`src/hw/ppbs_pkg.sv`:
```
// shared constants, encodings and carriers for the processor pre-boot sequencer
package ppbs_pkg;

	// =====================================================================
	// register map (byte addresses on the apb side)
	localparam logic [7:0] PPBS_STATUS_ADDR = 8'h00;
	localparam logic [7:0] PPBS_CONTROL_ADDR = 8'h04;
	localparam logic [7:0] PPBS_VECTOR_BASE_ADDR = 8'h08;
	localparam int PPBS_VECTOR_COUNT = 5;
	localparam logic [7:0] PPBS_LAST_ADDR = 8'h18;

	// =====================================================================
	// field positions and reset values
	localparam int PPBS_CTRL_DEBUG_ATTACHED_BIT = 0;
	localparam logic [31:0] PPBS_CONTROL_RESET = 32'h0000_0000;
	localparam logic [31:0] PPBS_VECTOR_RESET = 32'h0000_0000;
	localparam logic [31:0] PPBS_BOOT_ROM_BASE = 32'h0000_0000;
	localparam logic [31:0] PPBS_SCRATCH_BASE = 32'h0100_0000;

	// =====================================================================
	// configuration blob layout, in 32-bit words, little endian bytes
	localparam int PPBS_BLOB_WORDS = 6;
	localparam int PPBS_BLOB_START_PAGE_WORD = 0;
	localparam int PPBS_BLOB_CERT_ADDR_WORD = 0;
	localparam int PPBS_BLOB_REVOKE_WORD = 1;
	localparam int PPBS_BLOB_KEY_FIRST_WORD = 1;
	localparam int PPBS_BLOB_VEC0_WORD = 0;
	localparam int PPBS_BLOB_VEC1_WORD = 1;
	localparam int PPBS_BLOB_VEC2_WORD = 2;
	localparam int PPBS_BLOB_VEC3_WORD = 4;
	localparam int PPBS_BLOB_VEC4_WORD = 5;

	// =====================================================================
	// encodings
	typedef enum logic [1:0] {
		PPBS_MODE_IDLE = 2'h0,
		PPBS_MODE_NONSECURE = 2'h1,
		PPBS_MODE_USER_SECURE = 2'h2,
		PPBS_MODE_FACTORY_SECURE = 2'h3
	} ppbs_mode_type;

	typedef enum logic [2:0] {
		PPBS_TASK_NONE = 3'h0,
		PPBS_TASK_FLASH_POWER = 3'h1,
		PPBS_TASK_CACHE_REPAIR = 3'h2,
		PPBS_TASK_COPY_USER = 3'h3,
		PPBS_TASK_AUTH_USER = 3'h4,
		PPBS_TASK_CERT_CHECK = 3'h5,
		PPBS_TASK_COPY_FACTORY = 3'h6,
		PPBS_TASK_SIG_CHECK = 3'h7
	} ppbs_task_type;

	typedef enum logic [3:0] {
		PPBS_ST_WAIT_INIT = 4'h0,
		PPBS_ST_FLASH_UP = 4'h1,
		PPBS_ST_CACHE_REPAIR = 4'h2,
		PPBS_ST_COPY_USER = 4'h3,
		PPBS_ST_AUTH_USER = 4'h4,
		PPBS_ST_CERT_CHECK = 4'h5,
		PPBS_ST_COPY_FACTORY = 4'h6,
		PPBS_ST_SIG_CHECK = 4'h7,
		PPBS_ST_RELEASED = 4'h8,
		PPBS_ST_HELD = 4'h9,
		PPBS_ST_SKIPPED = 4'ha
	} ppbs_state_type;

	// =====================================================================
	// carriers
	typedef struct packed {
		logic psel;
		logic penable;
		logic pwrite;
		logic [7:0] paddr;
		logic [31:0] pwdata;
	} ppbs_apb_req_type;

	typedef struct packed {
		logic [31:0] prdata;
		logic pready;
		logic pslverr;
	} ppbs_apb_rsp_type;

	typedef struct packed {
		logic load;
		logic [2:0] index;
		logic [31:0] word;
		logic commit;
		ppbs_mode_type mode;
	} ppbs_cfg_type;

	typedef struct packed {
		logic req;
		ppbs_task_type code;
		logic [31:0] arg;
		logic [95:0] key;
	} ppbs_task_req_type;

	typedef struct packed {
		logic done;
		logic ok;
	} ppbs_task_rsp_type;

endpackage

```
`src/hw/ppbs_sequencer.sv`:
```
// processor pre-boot sequencer with apb status/control registers
// =====================================================================
// What this block does
// - start only after design initialization completes
// - early parts in suspend skip pre-boot
// - flash power, cache repair, authenticate, hand over
// - decode two-bit mode: idle/nonsecure/user/factory
// - idle or unconfigured: spin until debugger attaches
// - vectors persist until reset or reprogramming
// - idle mode ignores the configuration blob
// - nonsecure boot runs without any authentication
// - nonsecure vectors from blob bytes 0,4,8,16,20
// - nonsecure address may point into fabric
// - user secure copies code into scratch memory
// - user authentication failure holds reset, flags tamper
// - user blob: page byte 0, key byte 4
// - factory: validate certificate before copying code
// - signature ok releases, error holds plus tamper
// - factory failure drives tamper flag to fabric
// - certificate checked by engine at given address
// - factory blob: certificate address, revocation word
// - mode changes only by reprogramming, not writes
// - successful pre-boot releases core complex reset
//
// Register access over APB and the register addresses are this design's own decisions.
`timescale 1ns/100ps
module ppbs_sequencer
	import ppbs_pkg::*;
(
	input wire logic pclk,
	input wire logic presetn,
	input wire ppbs_apb_req_type apb_req,
	output ppbs_apb_rsp_type apb_rsp,
	input wire ppbs_cfg_type cfg,
	input wire logic design_init_done,
	input wire logic early_sample_part,
	input wire logic controller_suspend,
	output ppbs_task_req_type task_req,
	input wire ppbs_task_rsp_type task_rsp,
	output logic core_reset_n,
	output logic boot_fail_tamper,
	output logic boot_rom_spin,
	output logic certificate_revocation_enable,
	output logic [PPBS_VECTOR_COUNT-1:0][31:0] hart_vectors
);

	// =====================================================================
	// state
	typedef struct packed {
		ppbs_state_type st;
		ppbs_mode_type mode;
		logic configured;
		logic [PPBS_BLOB_WORDS-1:0][31:0] blob;
		logic [PPBS_VECTOR_COUNT-1:0][31:0] vec;
		logic rst_n;
		logic fail;
		logic spin;
		logic revoke;
		logic dbg;
		ppbs_task_req_type tk;
		logic ack;
		logic err;
		logic [31:0] rdata;
	} ppbs_regs_type;

	ppbs_regs_type state_reg;
	ppbs_regs_type state_next;
	logic access;
	logic mapped;
	logic [31:0] read_word;
	logic [2:0] vec_index;

	// apb decode; every mapped offset is word aligned
	assign access = apb_req.psel && apb_req.penable;
	assign vec_index = 3'((apb_req.paddr - PPBS_VECTOR_BASE_ADDR) >> 2);
	assign mapped = (apb_req.paddr[1:0] == 2'h0) && (apb_req.paddr <= PPBS_LAST_ADDR);

	// read mux; status shows state, mode and outcome flags
	always_comb
	begin
		read_word = 32'h0000_0000;
		if (apb_req.paddr == PPBS_STATUS_ADDR)
			read_word = {20'h0_0000, state_reg.rst_n, state_reg.fail, state_reg.spin, state_reg.configured,
				2'(state_reg.mode), 2'h0, 4'(state_reg.st)};
		else if (apb_req.paddr == PPBS_CONTROL_ADDR)
			read_word = {31'h0000_0000, state_reg.dbg};
		else if (mapped)
			read_word = state_reg.vec[vec_index];
	end

	// next-state logic for bus, blob store and sequencer
	always_comb
	begin
		state_next = state_reg;
		state_next.ack = 1'b0;
		// one wait state so read data comes straight from a flop
		if (access && !state_reg.ack)
		begin
			state_next.ack = 1'b1;
			state_next.err = !mapped;
			state_next.rdata = mapped ? read_word : 32'h0000_0000;
		end
		// only the debug bit is writable; the mode is never touched here
		if (access && state_reg.ack && apb_req.pwrite && apb_req.paddr == PPBS_CONTROL_ADDR)
			state_next.dbg = apb_req.pwdata[PPBS_CTRL_DEBUG_ATTACHED_BIT];
		if (state_next.dbg)
			state_next.spin = 1'b0;
		if (cfg.load && cfg.index < 3'(PPBS_BLOB_WORDS))
			state_next.blob[cfg.index] = cfg.word;
		// a finished task that reports an error ends in hold
		if (state_reg.tk.req && task_rsp.done)
		begin
			state_next.tk.req = 1'b0;
			if (!task_rsp.ok)
			begin
				state_next.st = PPBS_ST_HELD;
				state_next.fail = 1'b1;
			end
		end
		unique case (state_reg.st)
			PPBS_ST_WAIT_INIT:
				if (design_init_done)
				begin
					if (early_sample_part && controller_suspend)
						state_next.st = PPBS_ST_SKIPPED;
					else
					begin
						state_next.st = PPBS_ST_FLASH_UP;
						state_next.tk.req = 1'b1;
						state_next.tk.code = PPBS_TASK_FLASH_POWER;
					end
				end
			PPBS_ST_FLASH_UP:
				if (task_rsp.done && task_rsp.ok)
				begin
					state_next.st = PPBS_ST_CACHE_REPAIR;
					state_next.tk.req = 1'b1;
					state_next.tk.code = PPBS_TASK_CACHE_REPAIR;
				end
			PPBS_ST_CACHE_REPAIR:
				if (task_rsp.done && task_rsp.ok)
				begin
					state_next.tk.req = 1'b1;
					unique case (state_reg.configured ? state_reg.mode : PPBS_MODE_IDLE)
						PPBS_MODE_IDLE:
						begin
							// blob unused; every hart spins in the boot rom loop
							state_next.tk.req = 1'b0;
							state_next.st = PPBS_ST_RELEASED;
							state_next.vec = {PPBS_VECTOR_COUNT{PPBS_BOOT_ROM_BASE}};
							state_next.spin = !state_next.dbg; // a same-cycle debug write wins
							state_next.rst_n = 1'b1;
						end
						PPBS_MODE_NONSECURE:
						begin
							// no check at all; the address may equally sit in fabric
							state_next.tk.req = 1'b0;
							state_next.st = PPBS_ST_RELEASED;
							state_next.vec[0] = state_reg.blob[PPBS_BLOB_VEC0_WORD];
							state_next.vec[1] = state_reg.blob[PPBS_BLOB_VEC1_WORD];
							state_next.vec[2] = state_reg.blob[PPBS_BLOB_VEC2_WORD];
							state_next.vec[3] = state_reg.blob[PPBS_BLOB_VEC3_WORD];
							state_next.vec[4] = state_reg.blob[PPBS_BLOB_VEC4_WORD];
							state_next.rst_n = 1'b1;
						end
						PPBS_MODE_USER_SECURE:
						begin
							state_next.st = PPBS_ST_COPY_USER;
							state_next.tk.code = PPBS_TASK_COPY_USER;
							state_next.tk.arg = {24'h00_0000, state_reg.blob[PPBS_BLOB_START_PAGE_WORD][7:0]};
							// one key serves every protected page
							state_next.tk.key = {state_reg.blob[PPBS_BLOB_KEY_FIRST_WORD+2],
								state_reg.blob[PPBS_BLOB_KEY_FIRST_WORD+1],
								state_reg.blob[PPBS_BLOB_KEY_FIRST_WORD]};
						end
						PPBS_MODE_FACTORY_SECURE:
						begin
							state_next.st = PPBS_ST_CERT_CHECK;
							state_next.tk.code = PPBS_TASK_CERT_CHECK;
							state_next.tk.arg = state_reg.blob[PPBS_BLOB_CERT_ADDR_WORD];
							state_next.revoke = state_reg.blob[PPBS_BLOB_REVOKE_WORD] != 32'h0000_0000;
						end
					endcase
				end
			PPBS_ST_COPY_USER:
				if (task_rsp.done && task_rsp.ok)
				begin
					state_next.st = PPBS_ST_AUTH_USER;
					state_next.tk.req = 1'b1;
					state_next.tk.code = PPBS_TASK_AUTH_USER;
				end
			PPBS_ST_CERT_CHECK:
				if (task_rsp.done && task_rsp.ok)
				begin
					state_next.st = PPBS_ST_COPY_FACTORY;
					state_next.tk.req = 1'b1;
					state_next.tk.code = PPBS_TASK_COPY_FACTORY;
				end
			PPBS_ST_COPY_FACTORY:
				if (task_rsp.done && task_rsp.ok)
				begin
					state_next.st = PPBS_ST_SIG_CHECK;
					state_next.tk.req = 1'b1;
					state_next.tk.code = PPBS_TASK_SIG_CHECK;
				end
			PPBS_ST_AUTH_USER, PPBS_ST_SIG_CHECK:
				if (task_rsp.done && task_rsp.ok)
				begin
					// monitor core starts from its scratch memory
					state_next.st = PPBS_ST_RELEASED;
					state_next.vec = {PPBS_VECTOR_COUNT{PPBS_SCRATCH_BASE}};
					state_next.rst_n = 1'b1;
				end
			PPBS_ST_RELEASED, PPBS_ST_HELD, PPBS_ST_SKIPPED:
				state_next.tk.req = 1'b0;
			default:
				state_next.st = PPBS_ST_HELD;
		endcase
		// reprogramming is the only route to a new mode; it restarts the sequence but keeps the blob and debug bit
		if (cfg.commit)
		begin
			state_next.mode = cfg.mode;
			state_next.configured = 1'b1;
			state_next.st = PPBS_ST_WAIT_INIT;
			state_next.vec = {PPBS_VECTOR_COUNT{PPBS_VECTOR_RESET}};
			state_next.rst_n = 1'b0;
			state_next.fail = 1'b0;
			state_next.spin = 1'b0;
			state_next.revoke = 1'b0;
			state_next.tk.req = 1'b0;
		end
	end

	// the only flops of the block
	always_ff @(posedge pclk or negedge presetn)
	begin
		if (!presetn)
		begin
			state_reg <= '0;
			state_reg.st <= PPBS_ST_WAIT_INIT;
			state_reg.dbg <= PPBS_CONTROL_RESET[PPBS_CTRL_DEBUG_ATTACHED_BIT];
		end
		else
			state_reg <= state_next;
	end

	// outputs straight from flops
	assign apb_rsp = '{prdata: state_reg.rdata, pready: state_reg.ack, pslverr: state_reg.err};
	assign task_req = state_reg.tk;
	assign core_reset_n = state_reg.rst_n;
	assign boot_fail_tamper = state_reg.fail;
	assign boot_rom_spin = state_reg.spin;
	assign certificate_revocation_enable = state_reg.revoke;
	assign hart_vectors = state_reg.vec;
endmodule

```
`config.mk`:
```
export PLATFORM = sky130hd
export DESIGN_NAME = ppbs_sequencer
export DESIGN_NICKNAME = d
export VERILOG_FILES = /design/src/hw/ppbs_pkg.sv /design/src/hw/ppbs_sequencer.sv
export SDC_FILE = /design/constraint.sdc
export NUM_CORES = 1
export LEC_CHECK = 0
export BUFFER_PORTS_ARGS = -buffer_cell sky130_fd_sc_hd__buf_4
export CAP_MARGIN = 5
export CORE_MARGIN = 8
export CORE_UTILIZATION = 50
export CTS_CLUSTER_SIZE = 30
export DETAILED_ROUTE_END_ITERATION = 8
export GPL_TIMING_DRIVEN = 0
export PLACE_DENSITY_LB_ADDON = 0.05
export SLEW_MARGIN = 20
export SYNTH_ARGS = -nofsm -noshare
export SYNTH_HDL_FRONTEND = slang
export SYNTH_SLANG_ARGS = --single-unit
```
`constraint.sdc`:
```
create_clock -name pclk -period 5.7 [get_ports pclk]
set_input_delay 0.855 -clock pclk [delete_from_list [all_inputs] [get_ports pclk]]
set_output_delay 0.855 -clock pclk [all_outputs]
set_load 0.005 [all_outputs]
```
After elaboration in Yosys (flattened, before gate mapping):

Cells that the tools add are included.

* RAM bits: 0
* word-level logic and storage cells: 143
* bits in read-only memories: 0
* flip-flop bits (word level): 530
* bits in latches: 0
* memories kept: 0

* multiplexer cells: 50
* divide/modulo/power cells: 0
* equality and inequality tests: 26
* reduce and logical (&&, ||, !) cells: 35
* order comparisons: 5
* shift operators: 0
* $mul: 0
* add/subtract/negate cells: 1
* bitwise operators: 0

Operators by type and width (number)
* case mux 161 bit (2 select lines): 2
* 2-to-1 mux 161 bit: 2
* bitwise mux 192 bit: 1
* 2-to-1 mux 164 bit: 1
* 2-to-1 mux 32 bit: 5
* 2-to-1 mux 132 bit: 1
* binary-select mux 32 bit (select 3 bit): 1
* demux 32 bit (select 3 bit): 1
* 2-to-1 mux 96 bit: 1
* case mux 35 bit (2 select lines): 1
* 2-to-1 mux 4 bit: 16
* 2-to-1 mux 34 bit: 1
* case mux 4 bit (8 select lines): 1
* nonzero test 32 bit: 1
* case mux 3 bit (6 select lines): 1
* equality test 4 x 3 -> 1 bit, second input constant: 4
* != test 2 bit, second input constant: 8
* equality test 4 bit, second input constant: 3
* case mux 4 bit (3 select lines): 1
* logical AND 1 bit: 11
* nonzero test 2 bit: 5
* 2-to-1 mux 1 bit: 9
* AND reduction 3 bit: 3
* AND reduction 9 bit: 1
* 26 further kinds: 36

Longest topological paths before layout:

Gate-level depths: netlist of run 1.

* depth after elaboration: 10
* mapped depth: 8
* depth with buffers taken out: 5

Least setup slack after synthesis of run 1:

No wires, ideal clock.

* path kind: input to register
* start: input task_rsp[0] in the netlist's numbering
* end: register state_reg, in the netlist task_req[66]
* arrival time: 2.142 ns
* cell stages on the path: 7
* path buffers: 3
* library setup time: 0.127 ns
* slack: 3.431 ns
* path through: and2_1 > buf_2 > nand4_2 > nor2_2 > buf_6 > buf_6 > mux2_1

* cells in the longest elaborated chain, start to end: 2

RTL lines
* start, declared: line ppbs_sequencer.sv:39 `input wire ppbs_task_rsp_type task_rsp,`
* logical AND 1 bit: line ppbs_sequencer.sv:141 `if (task_rsp.done && task_rsp.ok)`
* AND reduction 3 bit (no source line)
* end signal, assigned: line ppbs_sequencer.sv:244 `state_reg <= state_next;`
* end, declared: line ppbs_sequencer.sv:66 `ppbs_regs_type state_reg;`

No other way between the ends.
A chain may end at the register's enable or synchronous reset.

Worst setup path after layout of run 1:

* start: register state_reg[526] in the netlist's numbering
* end: register state_reg, in the netlist task_req[58]

* cells in the longest elaborated chain, start to end: 2

RTL lines
* equality test 4 x 2 -> 1 bit: line ppbs_sequencer.sv:120 `unique case (state_reg.st)`
* AND reduction 3 bit (no source line)

No other way between the ends.

==> run summary, run 1 <==
Wire length of the first global-routing pass = 107000 µm
Leak pwr = 14.6 nW
Post-route ant nets = 0
Synth-to-Final Area Change = 24.2%
Xor-xnor portion of the synthesized cell area = 0.112%
Avg Synthesized Cell Area = 13.5 µm²
NetSw = 2.48 mW
Die height = 233 µm
Port buffer count = 386
Initial antenna violation count = 0
Share of layout cells above drive strength 1 = 52.0%
Nets = 2275
Largest register FFs = 200
CTS max path bufs = 3
GP Congestion = 0.899
Post-Syn Area = 23500 µm²
Setup TNS = 0 ns
I/O pin count = 419
Clock Power Share = 36.7%
Wirelength, routed = 72200 µm
Post-layout instance area = 29200 µm²
Least-Margin Pin Slew = 1.20 ns
Slew Limit Fails = 0
Register share of total power = 47.1%
Antenna Cells = 0
Hold buffers post-CTS = 0
Avg WL per Cell = 25.5 µm
Total power = 9.87 mW
Clk_lat worst skew = 0.61 ns
Core Box Area = 46500 µm²
Pwr Density = 338 nW/µm²
Clock Sinks = 530
Period minus WS final = 3.11 ns
Status = finished clean
Final period util = 54.6%
Max Cap Viol = 0
Critical path class = reg -> reg
Power share of the combinational group = 16.2%
Sw Ratio = 25.2%
Synth Area in Simple Gates = 2.71%
Prevailing post-synth register cell = dfrtp_1
Commonest cells after routing, fill and taps aside = 711 x buf_4, 530 x dfrtp_1, 271 x mux2_2
Via/cell ratio = 5.57
FFs w/ async S/R, synth = 100%
Fin. Hold Viols = 0
Clock Root Buffer = clkbuf_16
P_int = 7.38 mW
Final Skew = 0.0225 ns
Post-CTS Setup Repair Bufs = 0
Multiplexer share of the synthesized area = 17.4%
Clock H-tree levels = 2
Synth warn = 0
Mapped Nets = 1825
Row Count = 79
Seq cells post-synth = 530
Synth Instances = 1736
Cts bufs inserted = 55
Main combinational cell family by area after synthesis = multiplexers
Starting Density = 50.6%
WHS = 0.0871 ns
Post-Synth Adder-Cell Area = 0%
Arrival time worst endpoint = 3.60 ns
Vias = 15800
Number of synthesized flops with an enable pin = 0
Finished Core Util = 62.8%
Netlist cell types = 61
GRT Util Overall = 26.4%
Commonest non-fill, non-tap cell in the layout = buf_4
Initial DRC count = 1439
RSZ-0062 raised after global routing = no
Crit start category = flop
Detailed-routing iteration count for the pre-antenna-repair pass = 6
CP Data Required Time = 6.19 ns
Post-placement cell area = 27400 µm²
Die extent in x = 233 µm
Compound-Gate Fraction of Synth Area = 10.7%
Clk pin slew, worst setup/hold paths = 0.06 ns
Register area share after synthesis = 56.5%
Residual DRC count = 0
Final setup viols = 0
CP Capture Type = flop
FMAX = 322 MHz
Min-Delay Path Class = in -> async
Die Area = 54200 µm²
CTS tree = built
Post-CTS sizing = 0
Maximum number of pins on one net before global-route repair = 100
Vias in the first global route = 16400
Slew headroom = 19.3%
Dpl hpwl = 53600 µm
GRT overflow = 0
Max IR drop VDD = 264 µV
CP max FO = 10
[metal layers]
metal | vias up | part of all wire, % | track usage, %
li1 | 6863 | - | -
met1 | 8244 | 43 | 35.8
met2 | 523 | 48 | 42.5
met3 | 132 | 6.0 | 5.08
met4 | 0 | 3.2 | 8.68
met5 | - | 0 | 0
[power groups by stage]
stage               Combinational, mW  Sequential (mW)  Clock, mW
detailed placement               1.61             4.71          0
CTS                              1.62             4.64       3.68
finish                           1.59             4.65       3.63
global route                     1.72             4.71       3.83
global placement                 1.56             4.68          0
floorplan                       0.937             4.57          0
[synthesized netlist by cell type (2+ instances only)]
cell | n | area share, %
nand2b_1 | 2 | 0.053
buf_6 | 15 | 0.72
o21bai_1 | 2 | 0.064
nor3_1 | 6 | 0.13
buf_2 | 22 | 0.47
o211ai_1 | 7 | 0.22
nor2b_1 | 4 | 0.11
o21ai_0 | 44 | 0.94
dfrtp_1 | 530 | 56
nand3_1 | 7 | 0.15
a22oi_1 | 37 | 1.2
a41oi_1 | 2 | 0.075
a21oi_1 | 10 | 0.21
mux2_2 | 271 | 13
nor3b_1 | 2 | 0.064
nor2_1 | 13 | 0.21
nor4_1 | 11 | 0.29
mux2i_1 | 7 | 0.30
nor2_2 | 2 | 0.053
nand2_1 | 48 | 0.77
xnor2_1 | 2 | 0.075
a211oi_1 | 3 | 0.096
or2_2 | 2 | 0.053
a31oi_1 | 6 | 0.16
a21o_1 | 4 | 0.13
buf_1 | 15 | 0.24
mux2_1 | 29 | 1.4
a22o_1 | 180 | 6.7
o21a_1 | 2 | 0.064
nand4b_1 | 2 | 0.075
clkbuf_1 | 49 | 0.78
o31ai_1 | 4 | 0.13
buf_4 | 326 | 10
nand3b_1 | 7 | 0.22
mux4_2 | 28 | 2.7
a221o_1 | 5 | 0.21
nand4_1 | 2 | 0.053
and2_1 | 4 | 0.11
inv_1 | 2 | 0.032
[per-stage QoR]
stage          std cells  worst slack (ns)
6_report            2832              2.59
5_1_grt             2832              2.55
4_1_cts             2832              2.64
3_5_place_dp        2736              2.25
3_3_place_gp        2729             -1.82
2_1_floorplan       1736              3.43
[cells by family after synthesis]
group	after synthesis
flops	530
buf+inv	429
mux	335
compound gates	319
simple gates	120
xor+xnor	3
[final cells by class]
type,count,area [µm²]
fillers,3780,17300
flip-flops and latches,530,13300
multi-input cells,777,7260
repair buffers,393,3100
plain buffers,427,2970
clock buffers,76,1640
well taps,607,759
clock inverters,20,189
inverters,2,7.51
[worst max-delay path: stages, from the launching register on]
cell and delay, ns:
dfrtp_1 0.46, nor4b_4 0.52, nand4_2 0.41, nor2_2 0.68, buf_2 0.52, mux2_2 0.39
[worst paths after layout]
check / startpoint / to / slack, ns / cells past startpoint
max: state_reg[526] / task_req[58] / 2.59 / 5
min: presetn / task_req[91] / 0.09 / 1
max reg2reg: state_reg[526] / task_req[58] / 2.59 / 5
min reg2reg: apb_rsp[26] / apb_rsp[26] / 0.48 / 2
max in group asynchronous: presetn / task_req[79] / 3.89 / 5
min in group pclk: apb_rsp[26] / apb_rsp[26] / 0.48 / 2
(Power assumes the default switching activity.)
==> run 2, diff against run 1 <==
clock period = 2.6 ns   (was 5.7 ns; I/O delays follow)
==> run 2 against run 1 <==
- die area unchanged
- power up 120%
- first-iteration DRC count down 2.9%
- routed wire length down 0.10%
- via count up 0.44%
- non-clock buffer count up 7
- sequential share of layout area down 0.12 points
- register-to-register slack worse by 2.4 ns
- design area up 0.26%
- critical path depth up 2
==> run summary, run 2 (synthesized netlist as in run 1, its figures left out) <==
Setup TNS = 0 ns (unchanged)
Arrival time worst endpoint = 2.90 ns (was 3.60 ns)
Max Cap Viol = 0 (unchanged)
Starting Density = 50.6% (unchanged)
Die extent in x = 233 µm (unchanged)
Wirelength, routed = 72100 µm (was 72200 µm)
Slew headroom = 19.9% (was 19.3%)
Leak pwr = 14.6 nW (about the same)
CP most frequent cell = buf_6
Die Area = 54200 µm² (unchanged)
Dpl hpwl = 53600 µm (unchanged)
Initial antenna violation count = 0 (unchanged)
Maximum number of pins on one net before global-route repair = 100 (unchanged)
Met3 usage = 5.12% (was 5.08%)
Pwr Density = 739 nW/µm² (was 338 nW/µm²)
Port buffer count = 386 (unchanged)
Die height = 233 µm (unchanged)
Commonest cells after routing, fill and taps aside = 717 x buf_4, 530 x dfrtp_1, 271 x mux2_2 (was 711 x buf_4, 530 x dfrtp_1, 271 x mux2_2)
Status = finished clean (unchanged)
Least-Margin Pin Slew = 1.19 ns (was 1.20 ns)
Post-route ant nets = 0 (unchanged)
NetSw = 5.44 mW (was 2.48 mW)
P_int = 16.2 mW (was 7.38 mW)
Period minus WS final = 2.40 ns (was 3.11 ns)
Critical path class = reg -> reg (unchanged)
Final Skew = 0.0191 ns (was 0.0225 ns)
FMAX = 416 MHz (was 322 MHz)
Clock Root Buffer = clkbuf_16 (unchanged)
Via/cell ratio = 5.58 (was 5.57)
Wire length of the first global-routing pass = 107000 µm (about the same)
Crit start category = flop (unchanged)
Largest register FFs = 200 (unchanged)
Slew Limit Fails = 0 (unchanged)
Commonest non-fill, non-tap cell in the layout = buf_4 (unchanged)
Clock Power Share = 36.7% (about the same)
CP Cell Sequence = nor4b_4 > nand4_4 > nor2_4 > buf_4 > buf_6 > buf_6 > mux2_1 (was nor4b_4 > nand4_2 > nor2_2 > buf_2 > mux2_2)
Power share of the combinational group = 16.2% (about the same)
Met1 Use GR = 35.8% (about the same)
Top Family by Delay on Critical Path = simple AND/OR/NAND/NOR gates (unchanged)
CTS max path bufs = 3 (unchanged)
Clk_lat worst skew = 0.60 ns (was 0.61 ns)
Min-Delay Path Class = in -> reg (was in -> async)
Residual DRC count = 0 (unchanged)
Register-to-register setup slack = 0.20 ns (was 2.59 ns)
Core Box Area = 46500 µm² (unchanged)
Final setup viols = 0 (unchanged)
I/O pin count = 419 (unchanged)
GP Congestion = 0.899 (unchanged)
CP Capture Type = flop (unchanged)
Clock Sinks = 530 (unchanged)
Clk pin slew, worst setup/hold paths = 0.07 ns (was 0.06 ns)
Avg WL per Cell = 25.4 µm (was 25.5 µm)
CP bufs+invs = 3 (was 1)
Final period util = 92.5% (was 54.6%)
Dpl cells = 2736 (unchanged)
GRT overflow = 0 (unchanged)
Cts bufs inserted = 55 (unchanged)
Slowest Stage Delay on Critical Path = 0.44 ns (was 0.68 ns)
Grt met2 use = 42.4% (was 42.5%)
Share of layout cells above drive strength 1 = 52.2% (was 52.0%)
Vias in the first global route = 16400 (about the same)
Detailed-routing iteration count for the pre-antenna-repair pass = 7 (was 6)
Vias = 15800 (about the same)
Max IR drop VDD = 579 µV (was 264 µV)
CTS tree = built (unchanged)
CP Data Required Time = 3.09 ns (was 6.19 ns)
Register share of total power = 47.1% (about the same)
RSZ-0062 raised after global routing = no (unchanged)
Fin cells = 2839 (was 2832)
Clock H-tree levels = 2 (unchanged)
GRT Util Overall = 26.4% (about the same)
Critical-path top delay cell = dfrtp_1 (was nor2_2)
Row Count = 79 (unchanged)
Sw Ratio = 25.1% (was 25.2%)
Initial DRC count = 1397 (was 1439)
Synth-to-Final Area Change = 24.6% (was 24.2%)
Fin. Hold Viols = 0 (unchanged)
GRT busiest layer = met2 (unchanged)
CP max FO = 10 (unchanged)
Antenna Cells = 0 (unchanged)
Nets = 2282 (was 2275)
[run 2: cell count changes in the layout (fill, tap and decap cells not counted)]
cell,change
o2111ai_1,-1
nor2_2,-1
dlygate4sd3_1,+1
buf_4,+6
nor2_4,+1
nand4_4,+1
o2111ai_2,+1
nand4_2,-1
[run 2: per-layer routing]
metal,vias to the layer above,share of wire (%),wire length [µm]
li1,6875,-,-
met1,8265,42,30600
met2,563,48,34500
met3,128,6.5,4670
met4,0,3.2,2330
met5,-,0,0
[run 2: cell type report]
type | instances | area, µm²
plain buffers | 427 | 2970
repair buffers | 400 | 3150
flip-flops and latches | 530 | 13300
multi-input cells | 777 | 7280
clock inverters | 20 | 189
clock buffers | 76 | 1640
inverters | 2 | 7.51
well taps | 607 | 759
fillers | 3775 | 17200
[run 2: power by group through the flow]
stage	logic (mW)	clock network, mW	registers [mW]
after floorplan	2.05	0	10.0
after global placement	3.42	0	10.3
after detailed placement	3.53	0	10.3
after CTS	3.55	8.07	10.2
after global routing	3.78	8.39	10.3
final	3.50	7.94	10.2
[run 2: path summary, 6_finish.rpt]
path	cells past startpoint	start	endpoint
worst min-delay path	2	cfg[1]	state_reg[525]
worst max-delay path	7	state_reg[529]	task_req[93]
worst max register to register	7	state_reg[529]	task_req[93]
min in group asynchronous	2	presetn	task_req[91]
worst min register to register	2	apb_rsp[26]	apb_rsp[26]
max in group asynchronous	6	presetn	task_req[79]
[run 2: timing repair]
item                       CTS  global route
hold buffers                 1             0
hold endpoints to repair    65             0
gates resized for setup      3             1
gates cloned                 0             0
setup endpoints to repair  117            92
pin swaps                    1             2
buffers inserted             2             4
[run 2: through the flow]
| stage | util [%] | hold WS [ns] | area [µm²] | power (mW) | setup WS, ns |
|---|---|---|---|---|---|
| finish | 63.0 | 0.0288 | 29300 | 21.6 | 0.195 |
| global route | 63.0 | 0.0331 | 29300 | 22.5 | 0.0415 |
| CTS | 62.9 | 0.00327 | 29200 | 21.8 | 0.0190 |
| detailed placement | 58.9 | 0.251 | 27400 | 13.8 | -0.441 |
| global placement | 58.4 | 0.465 | 27100 | 13.7 | -4.45 |
| floorplan | - | 0.0944 | 23500 | 12.1 | 0.607 |
[run 2: worst register-to-register path: stages (launching register included)]
cell and delay, ns:
dfrtp_1 0.44, nor4b_4 0.41, nand4_4 0.28, nor2_4 0.18, buf_4 0.20, buf_6 0.19
buf_6 0.22, mux2_1 0.37
==> run 3, diff against run 2 <==
CORE_UTILIZATION = 51   (was 50)
==> run 3 against run 2 <==
- via count down 0.25%
- register-to-register slack worse by 0.08 ns
- sequential share of layout area down 0.052 points
- combinational power about the same
- largest power group unchanged
==> run summary, run 3 (synthesized netlist as in run 1, its figures left out) <==
Status = finished clean (unchanged)
Leak pwr = 14.6 nW (about the same)
CP Cell Sequence = nor2b_1 > nor2_1 > a311oi_2 > a21oi_2 > clkbuf_1 > a22o_1 (was nor4b_4 > nand4_4 > nor2_4 > buf_4 > buf_6 > buf_6 > mux2_1)
CP Data Required Time = 3.08 ns (was 3.09 ns)
Slew Limit Fails = 0 (unchanged)
Fillers = 3559 (was 3775)
Nets = 2281 (was 2282)
Max IR drop VDD = 472 µV (was 579 µV)
Antenna Cells = 0 (unchanged)
Maximum number of pins on one net before global-route repair = 98 (was 100)
Setup TNS = 0 ns (unchanged)
Die height = 231 µm (was 233 µm)
Post-layout instance area = 29300 µm² (about the same)
Core Box Area = 45400 µm² (was 46500 µm²)
Final worst slack = 0.116 ns (was 0.195 ns)
CP bufs+invs = 1 (was 3)
Commonest non-fill, non-tap cell in the layout = buf_4 (unchanged)
RSZ-0062 raised after global routing = no (unchanged)
Cts bufs inserted = 55 (unchanged)
Min-Delay Path Class = in -> reg (unchanged)
Final setup viols = 0 (unchanged)
Port buffer count = 386 (unchanged)
Total power = 21.8 mW (was 21.6 mW)
Crit start category = flop (unchanged)
Initial DRC count = 1394 (was 1397)
GP Congestion = 0.921 (was 0.899)
Max Cap Viol = 0 (unchanged)
Commonest cells after routing, fill and taps aside = 716 x buf_4, 530 x dfrtp_1, 271 x mux2_2 (was 717 x buf_4, 530 x dfrtp_1, 271 x mux2_2)
Slowest Stage Delay on Critical Path = 0.47 ns (was 0.44 ns)
CTS max path bufs = 3 (unchanged)
Synth-to-Final Area Change = 24.7% (was 24.6%)
FMAX = 403 MHz (was 416 MHz)
Starting Density = 51.8% (was 50.6%)
Row Count = 78 (was 79)
Origin of the critical flop-to-flop path = state_reg[526] (was state_reg[529])
Sink of the worst hold path = state_reg[524] (was state_reg[525])
Vias = 15800 (about the same)
Die extent in x = 231 µm (was 233 µm)
Post-route ant nets = 0 (unchanged)
Register-to-register setup slack = 0.12 ns (was 0.20 ns)
Residual DRC count = 0 (unchanged)
Period minus WS final = 2.48 ns (was 2.40 ns)
Vias in the first global route = 16500 (was 16400)
Clock Sinks = 530 (unchanged)
Slew headroom = 24.0% (was 19.9%)
Wire length of the first global-routing pass = 106000 µm (was 107000 µm)
Via/cell ratio = 5.57 (was 5.58)
Top Family by Delay on Critical Path = compound AO/OA/AOI/OAI gates (was simple AND/OR/NAND/NOR gates)
Initial antenna violation count = 1 (was 0)
Dpl hpwl = 53200 µm (was 53600 µm)
Critical-path top delay cell = dfrtp_1 (unchanged)
Fin. Hold Viols = 0 (unchanged)
Reg2Reg Depth = 6 (was 7)
Avg WL per Cell = 25.2 µm (was 25.4 µm)
Share of layout cells above drive strength 1 = 52.0% (was 52.2%)
CTS tree = built (unchanged)
I/O pin count = 419 (unchanged)
Post-placement cell area = 27300 µm² (was 27400 µm²)
Hold Path Depth = 2 (unchanged)
Die Area = 53200 µm² (was 54200 µm²)
Clock H-tree levels = 2 (unchanged)
Final Skew = 0.0117 ns (was 0.0191 ns)
Clk pin slew, worst setup/hold paths = 0.06 ns (was 0.07 ns)
GRT overflow = 0 (unchanged)
CP Capture Type = flop (unchanged)
Hold path start = cfg[0] (was cfg[1])
Least-Margin Pin Slew = 1.14 ns (was 1.19 ns)
Area of the multi-input gates = 7290 µm² (was 7280 µm²)
Crit Reg-Reg Endpoint = hart_vectors[155] (was task_req[93])
Detailed-routing iteration count for the pre-antenna-repair pass = 5 (was 7)
CP max FO = 10 (unchanged)
Clock Root Buffer = clkbuf_16 (unchanged)
Pwr Density = 744 nW/µm² (was 739 nW/µm²)
Wirelength, routed = 71300 µm (was 72100 µm)
Clk_lat worst skew = 0.60 ns (about the same)
Arrival time worst endpoint = 2.96 ns (was 2.90 ns)
Final period util = 95.5% (was 92.5%)
GRT Util Overall = 26.4% (about the same)
Setup WS pre-CTS = -0.498 ns (was -0.441 ns)
Sequential Area = 13300 µm² (unchanged)
Largest register FFs = 200 (unchanged)
Critical path class = reg -> reg (unchanged)
## run 3: timing repair
| item | CTS | global route |
|---|---|---|
| gates resized for setup | 2 | 1 |
| endpoints found under the setup margin | 97 | 85 |
| pin swaps | 1 | 2 |
| buffers inserted | 2 | 4 |
| hold buffers | 1 | 0 |
| hold endpoints to repair | 51 | 0 |
| gates cloned | 0 | 0 |
## run 3: routing by layer
layer / share of wire [%] / global-route usage [%]
met5: 0.013 / 0
met4: 3.1 / 8.59
met3: 6.9 / 5.67
met2: 47 / 41.3
met1: 43 / 36.5
## run 3: power by group
part | switching (mW) | internal, mW
combinational | 1.36 | 2.13
sequential | 0.804 | 9.39
clock | 3.23 | 4.87
## run 3: how the worst max path moves through the flow
stage / startpoint / slack, ns / depth (start not counted) / end
4_1_cts: state_reg[526] / 0.04 / 7 / task_req[91]
6_report: state_reg[526] / 0.12 / 6 / hart_vectors[155]
3_3_place_gp: presetn / -4.49 / 1 / state_reg[444]
2_1_floorplan: state_reg[526] / 0.61 / 6 / task_req[66]
5_1_grt: state_reg[526] / 0.04 / 6 / hart_vectors[145]
3_5_place_dp: state_reg[526] / -0.50 / 5 / task_req[63]
## run 3: layout make-up
type,count,area share [%]
buffer,427,10.1
clock buffer,85,5.81
clock inverter,13,0.589
inverter,2,0.0256
multi-input combinational,777,24.9
sequential,530,45.3
tap,600,2.56
timing repair buffer,399,10.7
## run 3: through the flow
| stage | util [%] | hold WS [ns] | instances |
|---|---|---|---|
| after floorplan | - | 0.0944 | 1736 |
| after global placement | 59.8 | 0.465 | 2722 |
| after detailed placement | 60.2 | 0.356 | 2728 |
| after CTS | 64.5 | 0.0426 | 2829 |
| after global routing | 64.5 | 0.0465 | 2833 |
| final | 64.5 | 0.0601 | 2833 |
